==> config.mk <==
export PLATFORM = sky130hd
export DESIGN_NAME = ledb_engine
export DESIGN_NICKNAME = d
export VERILOG_FILES = /design/src/hdl/ledb_pkg.sv /design/src/hdl/ledb_engine.sv
export SDC_FILE = /design/constraint.sdc
export NUM_CORES = 2
export LEC_CHECK = 0
export ABC_AREA = 1
export ABC_CLOCK_PERIOD_IN_PS = 82100
export BUFFER_PORTS_ARGS = -buffer_cell sky130_fd_sc_hd__buf_2
export CORE_MARGIN = 3
export CORE_UTILIZATION = 30
export CTS_BUF_LIST = sky130_fd_sc_hd__clkbuf_16
export CTS_CLUSTER_DIAMETER = 200
export DETAILED_ROUTE_END_ITERATION = 16
export PLACE_DENSITY_LB_ADDON = 0.3
export SLEW_MARGIN = 5
export SYNTH_ARGS = -nofsm -noshare
export SYNTH_HDL_FRONTEND = slang
export SYNTH_SLANG_ARGS = --single-unit
==> constraint.sdc <==
create_clock -name clk_i -period 82.1 [get_ports clk_i]
set_input_delay 16.42 -clock clk_i [delete_from_list [all_inputs] [get_ports clk_i]]
set_output_delay 16.42 -clock clk_i [all_outputs]
set_load 0.02 [all_outputs]
==> src/hdl/ledb_pkg.sv <==
// Purpose: Shared constants and types for the LED behaviour engine
// Assumes: 10 MHz system clock, 8-bit register port
// Notes: Pulse-2 and breathe periods, pulse counts and duty limits are fixed here
package ledb_pkg;
    localparam int NUM_LED = 6;
    // Register offsets
    localparam logic [7:0] ADDR_CONFIG = 8'h44;
    localparam logic [7:0] ADDR_LINK = 8'h72;
    localparam logic [7:0] ADDR_POLARITY = 8'h73;
    localparam logic [7:0] ADDR_DRIVE = 8'h74;
    localparam logic [7:0] ADDR_LINK_TRANS = 8'h77;
    localparam logic [7:0] ADDR_MIRROR = 8'h79;
    localparam logic [7:0] ADDR_ACTIVE = 8'h7B;
    localparam logic [7:0] ADDR_BEH_LOW = 8'h81;
    localparam logic [7:0] ADDR_BEH_HIGH = 8'h82;
    localparam logic [7:0] ADDR_P1_PERIOD = 8'h84;
    // Field positions
    localparam int CFG_BLOCK_POL_MIR_BIT = 0;
    localparam int CFG_INVERTED_LINK_TRANSITION_BIT = 1;
    localparam int P1_START_TRIG_BIT = 7;
    localparam int P1_PERIOD_MSB = 6;
    // Reset values
    localparam logic [7:0] RST_ZERO = 8'h00;
    localparam logic [7:0] RST_P1_PERIOD = 8'h20;
    // Behaviour codes
    localparam logic [1:0] BEH_DIRECT = 2'h0;
    localparam logic [1:0] BEH_PULSE1 = 2'h1;
    localparam logic [1:0] BEH_PULSE2 = 2'h2;
    localparam logic [1:0] BEH_BREATHE = 2'h3;
    // Periods in units of 32 ms
    localparam logic [6:0] P2_PERIOD_UNITS = 7'h14;
    localparam logic [6:0] BR_PERIOD_UNITS = 7'h5D;
    localparam logic [6:0] MIN_PERIOD_UNITS = 7'h05;
    localparam logic [11:0] PERIOD_UNIT_MS = 12'h020;
    // Pulse counts minus one
    localparam logic [2:0] P1_PULSES_M1 = 3'h4;
    localparam logic [2:0] P2_PULSES_M1 = 3'h0;
    // Duty limits on an 8-bit scale
    localparam logic [7:0] DUTY_MIN = 8'h00;
    localparam logic [7:0] DUTY_MAX = 8'hFF;
    // Timing
    localparam int CLK_PERIOD_NS = 100;
    localparam int TICK_PERIOD_NS = 1000000;
    localparam int MS_CYCLES = TICK_PERIOD_NS / CLK_PERIOD_NS;
    typedef enum logic [1:0] {LEDB_IDLE, LEDB_RUN, LEDB_TAIL} ledb_run_t;
endpackage

==> src/hdl/ledb_engine.sv <==
// Purpose: Six-channel LED behaviour engine with register port and PWM pins
// Assumes: Inputs synchronous to clk_i; reads answer one cycle after read strobe
// Notes: Duty range, pulse counts and non-pulse-1 periods are fixed constants
//
// Function
// - Transition bit clear: linking a driven-on LED without touch changes its state.
// - Transition and inverted-transition set: link keeps state, later touch toggles it.
// - Transition set, inverted clear: link keeps state and touches do not change it.
// - Mirror bit zero: duty relative to 0%; one: relative to 100%.
// - Polarity write copies into mirror bits unless polarity-mirror block set.
// - Two-bit behaviour fields: LED1-4 in low register, LED5-6 in high register.
// - Unlinked LED: drive bit set is touch, clear is release.
// - Linked LED: touch and release on its input start and stop behaviour.
// - Direct: active state on touch or set, inactive on release or clear.
// - Pulse-1: one trigger gives programmed pulses of programmed period, no stop.
// - Pulse-2: pulse while active, then programmed pulses after stop, then minimum.
// - Breathe: ramp min to max and back, each half the period.
// - Unlinked breathe or pulse: settings apply only after re-actuation.
// - Unlinked pulse-1: ignore drive bit until the sequence ends.
// - Source switch: direct and breathe follow at once, pulses finish first.
// - Pulse-1 period in 32 ms units, 0 and 1 both 32 ms, reset 1024 ms. Here codes 0 to 4 all run at 160 ms.
// - Pulse-1 start trigger bit: zero on touch or set, one on release or clear.
// - Periods below 160 ms run at the shortest achievable period.
// - PWM rate follows settings; direct with zero ramps uses maximum rate. Here the PWM counter always runs at full rate.
// - Polarity zero inverts the pin so active pulls low; one drives high.
// - Linked LED ignores its host drive bit.
`timescale 1ns/1ns
module ledb_engine #(
    parameter int MS_CYCLES = ledb_pkg::MS_CYCLES
) (
    input wire logic clk_i,
    input wire logic nrst_i,
    input wire logic [7:0] addr_i,
    input wire logic [7:0] wdata_i,
    input wire logic wr_i,
    input wire logic rd_i,
    input wire logic [ledb_pkg::NUM_LED-1:0] touch_i,
    output logic [7:0] rdata_o,
    output logic [ledb_pkg::NUM_LED-1:0] led_pin_o
);
    import ledb_pkg::*;

    logic [7:0] config_q;
    logic [5:0] link_q;
    logic [5:0] pol_q;
    logic [5:0] drive_q;
    logic [5:0] ltran_q;
    logic [5:0] mirror_q;
    logic [7:0] beh_low_q;
    logic [3:0] beh_high_q;
    logic [7:0] p1_period_q;
    logic [5:0] hold_q;
    logic [5:0] act_q;
    logic [5:0] running;
    logic [5:0] act;
    logic [5:0] pin_d;
    logic [11:0] codes;
    logic [7:0] pwm_cnt_q;
    logic [13:0] ms_cnt_q;
    logic tick;
    logic [7:0] rdata_d;

    assign codes = {beh_high_q, beh_low_q};

    always_ff @(posedge clk_i) begin
        if (!nrst_i) begin
            ms_cnt_q <= '0;
        end else if (ms_cnt_q == 14'(MS_CYCLES - 1)) begin
            ms_cnt_q <= '0;
        end else begin
            ms_cnt_q <= ms_cnt_q + 14'h0001;
        end
    end
    assign tick = (ms_cnt_q == 14'(MS_CYCLES - 1));

    // full-rate PWM, no ramp logic slows it
    always_ff @(posedge clk_i) begin
        if (!nrst_i) begin
            pwm_cnt_q <= '0;
        end else begin
            pwm_cnt_q <= pwm_cnt_q + 8'h01;
        end
    end

    always_ff @(posedge clk_i) begin
        if (!nrst_i) begin
            config_q <= RST_ZERO;
        end else if (wr_i && addr_i == ADDR_CONFIG) begin
            config_q <= wdata_i;
        end
    end

    always_ff @(posedge clk_i) begin
        if (!nrst_i) begin
            link_q <= RST_ZERO[5:0];
        end else if (wr_i && addr_i == ADDR_LINK) begin
            link_q <= wdata_i[5:0];
        end
    end

    always_ff @(posedge clk_i) begin
        if (!nrst_i) begin
            pol_q <= RST_ZERO[5:0];
        end else if (wr_i && addr_i == ADDR_POLARITY) begin
            pol_q <= wdata_i[5:0];
        end
    end

    always_ff @(posedge clk_i) begin
        if (!nrst_i) begin
            drive_q <= RST_ZERO[5:0];
        end else if (wr_i && addr_i == ADDR_DRIVE) begin
            drive_q <= wdata_i[5:0];
        end
    end

    always_ff @(posedge clk_i) begin
        if (!nrst_i) begin
            ltran_q <= RST_ZERO[5:0];
        end else if (wr_i && addr_i == ADDR_LINK_TRANS) begin
            ltran_q <= wdata_i[5:0];
        end
    end

    always_ff @(posedge clk_i) begin
        if (!nrst_i) begin
            beh_low_q <= RST_ZERO;
        end else if (wr_i && addr_i == ADDR_BEH_LOW) begin
            beh_low_q <= wdata_i;
        end
    end

    always_ff @(posedge clk_i) begin
        if (!nrst_i) begin
            beh_high_q <= RST_ZERO[3:0];
        end else if (wr_i && addr_i == ADDR_BEH_HIGH) begin
            beh_high_q <= wdata_i[3:0];
        end
    end

    always_ff @(posedge clk_i) begin
        if (!nrst_i) begin
            p1_period_q <= RST_P1_PERIOD;
        end else if (wr_i && addr_i == ADDR_P1_PERIOD) begin
            p1_period_q <= wdata_i;
        end
    end

    always_ff @(posedge clk_i) begin
        if (!nrst_i) begin
            mirror_q <= RST_ZERO[5:0];
        end else if (wr_i && addr_i == ADDR_MIRROR) begin
            mirror_q <= wdata_i[5:0];
        end else if (wr_i && addr_i == ADDR_POLARITY && !config_q[CFG_BLOCK_POL_MIR_BIT]) begin
            mirror_q <= wdata_i[5:0];
        end
    end

    always_comb begin
        case (addr_i)
            ADDR_CONFIG: rdata_d = config_q;
            ADDR_LINK: rdata_d = {2'h0, link_q};
            ADDR_POLARITY: rdata_d = {2'h0, pol_q};
            ADDR_DRIVE: rdata_d = {2'h0, drive_q};
            ADDR_LINK_TRANS: rdata_d = {2'h0, ltran_q};
            ADDR_MIRROR: rdata_d = {2'h0, mirror_q};
            ADDR_ACTIVE: rdata_d = {2'h0, running};
            ADDR_BEH_LOW: rdata_d = beh_low_q;
            ADDR_BEH_HIGH: rdata_d = {4'h0, beh_high_q};
            ADDR_P1_PERIOD: rdata_d = p1_period_q;
            default: rdata_d = 8'h00;
        endcase
    end

    always_ff @(posedge clk_i) begin
        if (!nrst_i) begin
            rdata_o <= 8'h00;
        end else if (rd_i) begin
            rdata_o <= rdata_d;
        end else begin
            rdata_o <= 8'h00;
        end
    end

    always_ff @(posedge clk_i) begin
        if (!nrst_i) begin
            led_pin_o <= '1;
        end else begin
            led_pin_o <= pin_d;
        end
    end

    for (genvar i = 0; i < NUM_LED; i++) begin : g_ch
        ledb_run_t st_q;
        logic [11:0] pos_q;
        logic [11:0] per_q;
        logic [2:0] cnt_q;
        logic link_prev_q;
        logic [1:0] code;
        logic [6:0] units;
        logic [11:0] per_now;
        logic start;
        logic pulse_end;
        logic [11:0] half;
        logic [11:0] ramp_x;
        logic [19:0] scaled;
        logic [7:0] level;
        logic [7:0] duty;
        logic on;
        logic hold_now;

        assign code = codes[2*i +: 2];

        always_ff @(posedge clk_i) begin
            if (!nrst_i) begin
                hold_q[i] <= 1'b0;
                link_prev_q <= 1'b0;
            end else begin
                link_prev_q <= link_q[i];
                if (!link_q[i]) begin
                    hold_q[i] <= 1'b0;
                end else if (!link_prev_q && drive_q[i] && !touch_i[i] && ltran_q[i]) begin
                    hold_q[i] <= 1'b1;
                end
            end
        end

        // hold in the linking cycle too, so the pin never drops
        assign hold_now = hold_q[i] || (!link_prev_q && drive_q[i] && !touch_i[i] && ltran_q[i]);

        always_comb begin
            if (!link_q[i]) begin
                act[i] = drive_q[i];
            end else if (hold_now) begin
                act[i] = config_q[CFG_INVERTED_LINK_TRANSITION_BIT] ? !touch_i[i] : 1'b1;
            end else begin
                act[i] = touch_i[i];
            end
        end

        always_comb begin
            case (code)
                BEH_PULSE1: units = p1_period_q[P1_PERIOD_MSB:0];
                BEH_PULSE2: units = P2_PERIOD_UNITS;
                default: units = BR_PERIOD_UNITS;
            endcase
            if (units < MIN_PERIOD_UNITS) begin
                units = MIN_PERIOD_UNITS;
            end
            per_now = 12'(units) * PERIOD_UNIT_MS;
        end

        always_comb begin
            if (code == BEH_PULSE1 && p1_period_q[P1_START_TRIG_BIT]) begin
                start = act_q[i] && !act[i];
            end else begin
                start = !act_q[i] && act[i];
            end
        end

        assign pulse_end = tick && (pos_q == per_q - 12'h001);

        always_ff @(posedge clk_i) begin
            if (!nrst_i) begin
                st_q <= LEDB_IDLE;
                pos_q <= '0;
                per_q <= 12'h001;
                cnt_q <= '0;
                act_q[i] <= 1'b0;
            end else begin
                act_q[i] <= act[i];
                if (tick && st_q != LEDB_IDLE) begin
                    pos_q <= pulse_end ? 12'h000 : pos_q + 12'h001;
                end
                case (st_q)
                    LEDB_IDLE: begin
                        if (start) begin
                            st_q <= LEDB_RUN;
                            pos_q <= '0;
                            cnt_q <= '0;
                            per_q <= per_now;
                        end
                    end
                    LEDB_RUN: begin
                        case (code)
                            BEH_PULSE1: begin
                                if (pulse_end) begin
                                    cnt_q <= cnt_q + 3'h1;
                                    if (cnt_q == P1_PULSES_M1) begin
                                        st_q <= LEDB_IDLE;
                                    end
                                end
                            end
                            BEH_PULSE2: begin
                                if (!act[i]) begin
                                    st_q <= LEDB_TAIL;
                                    cnt_q <= '0;
                                end
                            end
                            default: begin
                                if (!act[i]) begin
                                    st_q <= LEDB_IDLE;
                                end
                            end
                        endcase
                    end
                    LEDB_TAIL: begin
                        if (pulse_end) begin
                            cnt_q <= cnt_q + 3'h1;
                            if (cnt_q == P2_PULSES_M1) begin
                                st_q <= LEDB_IDLE;
                            end
                        end
                    end
                    default: st_q <= LEDB_IDLE;
                endcase
            end
        end

        assign running[i] = (st_q != LEDB_IDLE);

        // triangle: each half of the period is one ramp
        always_comb begin
            half = per_q >> 1;
            ramp_x = (pos_q < half) ? pos_q : per_q - 12'h001 - pos_q;
            scaled = (20'(ramp_x) * 20'(DUTY_MAX - DUTY_MIN)) / 20'(half);
            level = DUTY_MIN + ((scaled > 20'(DUTY_MAX)) ? DUTY_MAX : scaled[7:0]);
        end

        always_comb begin
            if (code == BEH_DIRECT) begin
                duty = act[i] ? DUTY_MAX : DUTY_MIN;
            end else if (st_q == LEDB_IDLE) begin
                duty = DUTY_MIN;
            end else begin
                duty = level;
            end
            if (mirror_q[i]) begin
                duty = DUTY_MAX - duty;
            end
            on = (duty == DUTY_MAX) || (pwm_cnt_q < duty);
            // polarity zero drives low when on
            pin_d[i] = pol_q[i] ? on : !on;
        end
    end
endmodule

After elaboration in Yosys (flattened, before gate mapping)
Cells that the tools add are included.

Register bits after elaboration: 262. Output and inout port bits: 14. Input port bits: 26. Word-level logic and storage cells: 572.

Div/mod/pow operators: 6. Magnitude comparators: 24. Bitwise gates (word level): 1. Equality and inequality tests: 101. Mux-type cells: 189. Reduce and logical (&&, ||, !) cells: 158. Add/sub/neg operators: 32. $mul: 6.

Operator list (number): $mux W12 (30); $mux W8 (30); $div A20 B11 Y20 (6); $gt A20 B8 Y1 const B (6); $mul A12 B8 Y20 const B (6); $ne A3 B3 Y1 const B (30); $mux W2 (42); $pmux W7 S2 (6); $pmux W8 S10 (1); $add A12 B1 Y12 const B (6); $eq A12 B12 Y1 (6); $eq A8 B8 Y1 const B (9); $lt A12 B11 Y1 (6); $sub A12 B1 Y12 const B (6); $sub A12 B12 Y12 (6); $logic_and A1 B1 Y1 (58); $eq A8 B7 Y1 const B (7); $mux W3 (18); $pmux W3 S3 (6); $lt A8 B8 Y1 (6); $sub A8 B8 Y8 const A (6); $lt A7 B3 Y1 const B (6); $mux W7 (6); $reduce_and A7 Y1 (6); 23 further kinds (202).

Longest topological paths before layout
Word-level depth: 15. Depth in mapped cells: 249.

Worst setup path after synthesis
No wires, ideal clock.

Path kind: register to register. From: reg g_ch[2].per_q[10]. To: reg led_pin_o[2] (netlist name). Arrival: 31280 ps. Library setup time: 130 ps. Period minus slack after synthesis: 31409 ps. Path slack: 50691 ps. Cell stages (with the launch flop): 220. Required time: 81970 ps. Path through: dfxtp_1 -> inv_1 -> ha_1 -> a21o_1 -> a211oi_1 -> nand2_1 -> clkbuf_1 -> clkbuf_1 -> o21ai_0 -> inv_1 -> fa_1 -> fa_1 -> fa_1 -> inv_1 -> fa_1 -> inv_1 -> ha_1 -> a21oi_1 -> [... 184 more ...] -> nor2_1 -> nand3_1 -> nor3_2 -> nand2_1 -> nand2_1 -> nand2_2 -> nand2_2 -> nand2_2 -> nand3_1 -> nand2_1 -> nand2_1 -> nand2_1 -> nand2_1 -> nand2_1 -> nand2_1 -> nand2_1 -> nand2_1 -> nand3_1.

Longest elaborated chain between the ends: 15. Elaborated cells on any way between the ends: 17. Classes of those cells: add/sub: 3; mul: 1; div: 1; order compare: 3; eq/ne: 1; mux: 6; reduce/logical: 2.

RTL lines: from (decl) (line ledb_engine.sv:196) `logic [11:0] per_q;`; from (signal assigned) (line ledb_engine.sv:281) `per_q <= per_now;`; $sub A12 B1 Y12 (line ledb_engine.sv:325) `ramp_x = (pos_q < half) ? pos_q : per_q - 12'h001 - pos_q;`; $sub A12 B12 Y12 (line ledb_engine.sv:325); $mux W12 (line ledb_engine.sv:325); $mul A12 B8 Y20 (line ledb_engine.sv:326) `scaled = (20'(ramp_x) * 20'(DUTY_MAX - DUTY_MIN)) / 20'(half);`; $div A20 B11 Y20 * (line ledb_engine.sv:326); $gt A20 B8 Y1 (line ledb_engine.sv:327) `level = DUTY_MIN + ((scaled > 20'(DUTY_MAX)) ? DUTY_MAX : scaled[7:0]);`; $mux W8 * (line ledb_engine.sv:327); $mux W8 * (line ledb_engine.sv:333) `end else if (st_q == LEDB_IDLE) begin`; $mux W8 * (line ledb_engine.sv:331) `if (code == BEH_DIRECT) begin`; $sub A8 B8 Y8 (line ledb_engine.sv:339) `duty = DUTY_MAX - duty;`; $mux W8 * (line ledb_engine.sv:338) `if (mirror_q[i]) begin`; $lt A8 B8 Y1 or $eq A8 B8 Y1 (tied branches) (line ledb_engine.sv:341) `on = (duty == DUTY_MAX) || (pwm_cnt_q < duty);`; $logic_or A1 B1 Y1 * (line ledb_engine.sv:341); $logic_not A1 Y1 (line ledb_engine.sv:343) `pin_d[i] = pol_q[i] ? on : !on;`; $mux W1 * (line ledb_engine.sv:343); to (signal assigned) (line ledb_engine.sv:189) `led_pin_o <= pin_d;`; to (decl) (line ledb_engine.sv:39) `output logic [ledb_pkg::NUM_LED-1:0] led_pin_o`.

Every way passes the cells marked *; elsewhere a longest branch is shown, timed or not. A chain may end at the register's enable or synchronous reset.

Worst setup path after layout
From: reg g_ch[2].per_q[6]. To: reg led_pin_o[2] (netlist name).

The elaborated chain is that of the path after synthesis.

==> impl_metrics.csv <==
group,metric,value,unit
synthesis,yosys_warnings,0,
synthesis,ys_top_cells_by_count,"nand2_1 (2131), inv_1 (1751), ha_1 (1036)",
synthesis,syn_nets,11352,
global_route,antenna_found_initial,21,
floorplan,die-area,222000,µm²
critical_path,crit_fanout,14,
synthesis,synth.top_cell.area_share,19.9,%
placed_design,io_buffers,39,
synthesis,async_flop_share,0,%
route,routedWlPerCell,14.0,µm
layout,drive_gt1_share,6.23,%
placed_design,dp.cells,12832,
floorplan,fp.coreArea,215000,µm²
timing,clock_skew,0.0268,ns
critical_path,slowest_delay,0.95,ns
synthesis,yosysTopAreaCell,"ha_1",
critical_path,critPathSlowestCell,"nor3_1",
global_route,grt_pass1_wl,300000,µm
clock_network,ctsHtreeMaxLevel,1,
clock_network,root_buffer,"clkbuf_16",
timing,tightest_slew,1.28,ns
clock_network,cts_buffers,31,
critical_path,path_class,"flip-flop to flip-flop",
synthesis,synth_area_leaders,"ha_1 (20%), nand2_1 (12%), inv_1 (10%)",
timing,finalMaxSlewViolations,0,
layout,final_util,32.4,%
layout,finalInstanceArea,69600,µm²
route,drtPass1Iterations,7,
global_route,gr-max-usage-layer,"met2",
global_route,grt_pass1_vias,60462,
floorplan,start_util,30.2,%
layout,area.growth.synth_to_final,7.03,%
clock_network,ctsResizeCount,0,
clock_network,path_clk_slew,0.07,ns
timing,fin_crit_sh,46.0,%
synthesis,synth-edff-count,0,
timing,post-route-min-period,37.80,ns
route,vias,62400,
floorplan,row_count,170,
synthesis,syn_avg_cell_area,6.48,µm²
synthesis,synthCells,10032,
min_path,hp-class,"flip-flop to flip-flop",
synthesis,yosysUniqueCellTypes,78,
route,antenna_left,0,
critical_path,arrival,38.27,ns
route,viasPerCell,4.84,
placed_design,placedInstanceArea,68500,µm²
critical_path,cp.required,82.57,ns
layout,nNetsFinal,11347,
placed_design,gp_congestion,0.902,
timing,rsz0062_at_grt,"false",
floorplan,dieWidth,472,µm
clock_network,clock_path_buffers,3,
synthesis,synthFlopType,"dfxtp_1",
clock_network,cts_tree,"done",
status,status,"finished, final reports clean",
timing,slew_headroom,13.8,%
route,drc,0,
critical_path,cp_common_cell,"nand2_1",
clock_network,insertion_delay,0.62,ns
route,drtIter0Drc,3206,
critical_path,cp-end-kind,"flip-flop",
synthesis,netlist_area,65000,µm²
synthesis,synth.yosys.seq_area_share,8.07,%
route,wirelength,181000,µm
timing,setup_viol,0,
global_route,grt_use_met2,28.7,%
global_route,met3_usage,0.721,%
floorplan,pin_count,40,
timing,finalHoldViolations,0,
floorplan,die_h,472,µm
timing,max_freq,26.5,MHz
clock_network,post_cts_buffers,0,
global_route,gr-total-overflow,0,
synthesis,synth_most_common_cell,"nand2_1",
clock_network,ctsHoldBuffers,0,
global_route,grt_use_met1,20.6,%
placed_design,place_hpwl,151000,µm
critical_path,startpoint_type,"flip-flop",
layout,post_layout_nonfiller_instances,12901,
layout,n_fill_cell,23216,
global_route,grt_max_degree,59,
global_route,grtUsageTotal,15.9,%
flow_run,cap_violations,0,
timing,fin_setup_tns,0,ns
synthesis,synth-seq-cells,262,
clock_network,cts.sinks,262,
## registers in the layout, summed over array words and instances, names as in the netlist, 8 cells and up
name,count
g_ch.pos_q,72
g_ch.per_q,48
g_ch.cnt_q,18
ms_cnt_q,14
g_ch.st_q,12
beh_low_q,8
config_q,8
p1_period_q,8
pwm_cnt_q,8
rdata_o,8
## stage by stage
step | worst slack (ns) | hold slack (ns)
6_report | 44.30 | 0.457
5_1_grt | 39.52 | 0.478
4_1_cts | 44.25 | 0.458
3_5_place_dp | 44.38 | 0.441
3_3_place_gp | 44.91 | 0.427
2_1_floorplan | 50.69 | 0.418
## cell usage in the layout, fill, tap and decap left out, types with 258 or more instances in the layout
| cell type | n |
|---|---|
| nor2_1 | 788 |
| ha_1 | 1036 |
| nand3_1 | 462 |
| a21oi_1 | 626 |
| inv_1 | 1751 |
| o21ai_0 | 657 |
| nand2_1 | 2131 |
| fa_1 | 258 |
| xor2_1 | 396 |
| dfxtp_1 | 262 |
## cells by family after synthesis
| logic type | Yosys count | synth area share, % |
|---|---|---|
| fa+ha+maj | 1294 | 27.9 |
| compound gates | 1808 | 15.9 |
| flops | 262 | 8.07 |
| simple gates | 4174 | 29.2 |
| buf+inv | 1932 | 11.4 |
| xor+xnor | 559 | 7.54 |
| mux | 3 | 0.0462 |
## layer usage
metal	part of all wire [%]	wire, µm
met1	47	84900
met2	48	87000
met3	2.6	4700
met4	2.4	4250
met5	0	0
## critical path: cells and delay by family, from the launching register on
family / cells / cell delay [ns]
AOI/OAI and AO/OA: 68 / 13.46
and+or+nand+nor: 92 / 12.85
adders and majority gates: 22 / 7.58
buffers and inverters: 35 / 3.29
DFF: 1 / 0.37
## cell type report
cell class,instances,area (µm²),share of cell area [%]
multi-input cells,7838,52400,75.3
inverters,1817,6820,9.80
flip-flops and latches,262,5250,7.54
well taps,2838,3550,5.10
clock buffers,31,776,1.11
repair buffers,77,483,0.694
clock inverters,26,297,0.426
diodes,12,30.0,0.0432
## path summary, 6_finish.rpt
path	startpoint	to	slack [ns]	cells after the start
setup / recovery	g_ch[2].per_q[6]	led_pin_o[2]	44.30	217
hold / removal	ms_cnt_q[0]	ms_cnt_q[0]	0.46	1
setup reg to reg	g_ch[2].per_q[6]	led_pin_o[2]	44.30	217
hold reg to reg	ms_cnt_q[0]	ms_cnt_q[0]	0.46	1
Power is left out: the tool's default activity adds up to more than one toggle a clock period on the data nets, which glitch-free logic cannot reach.
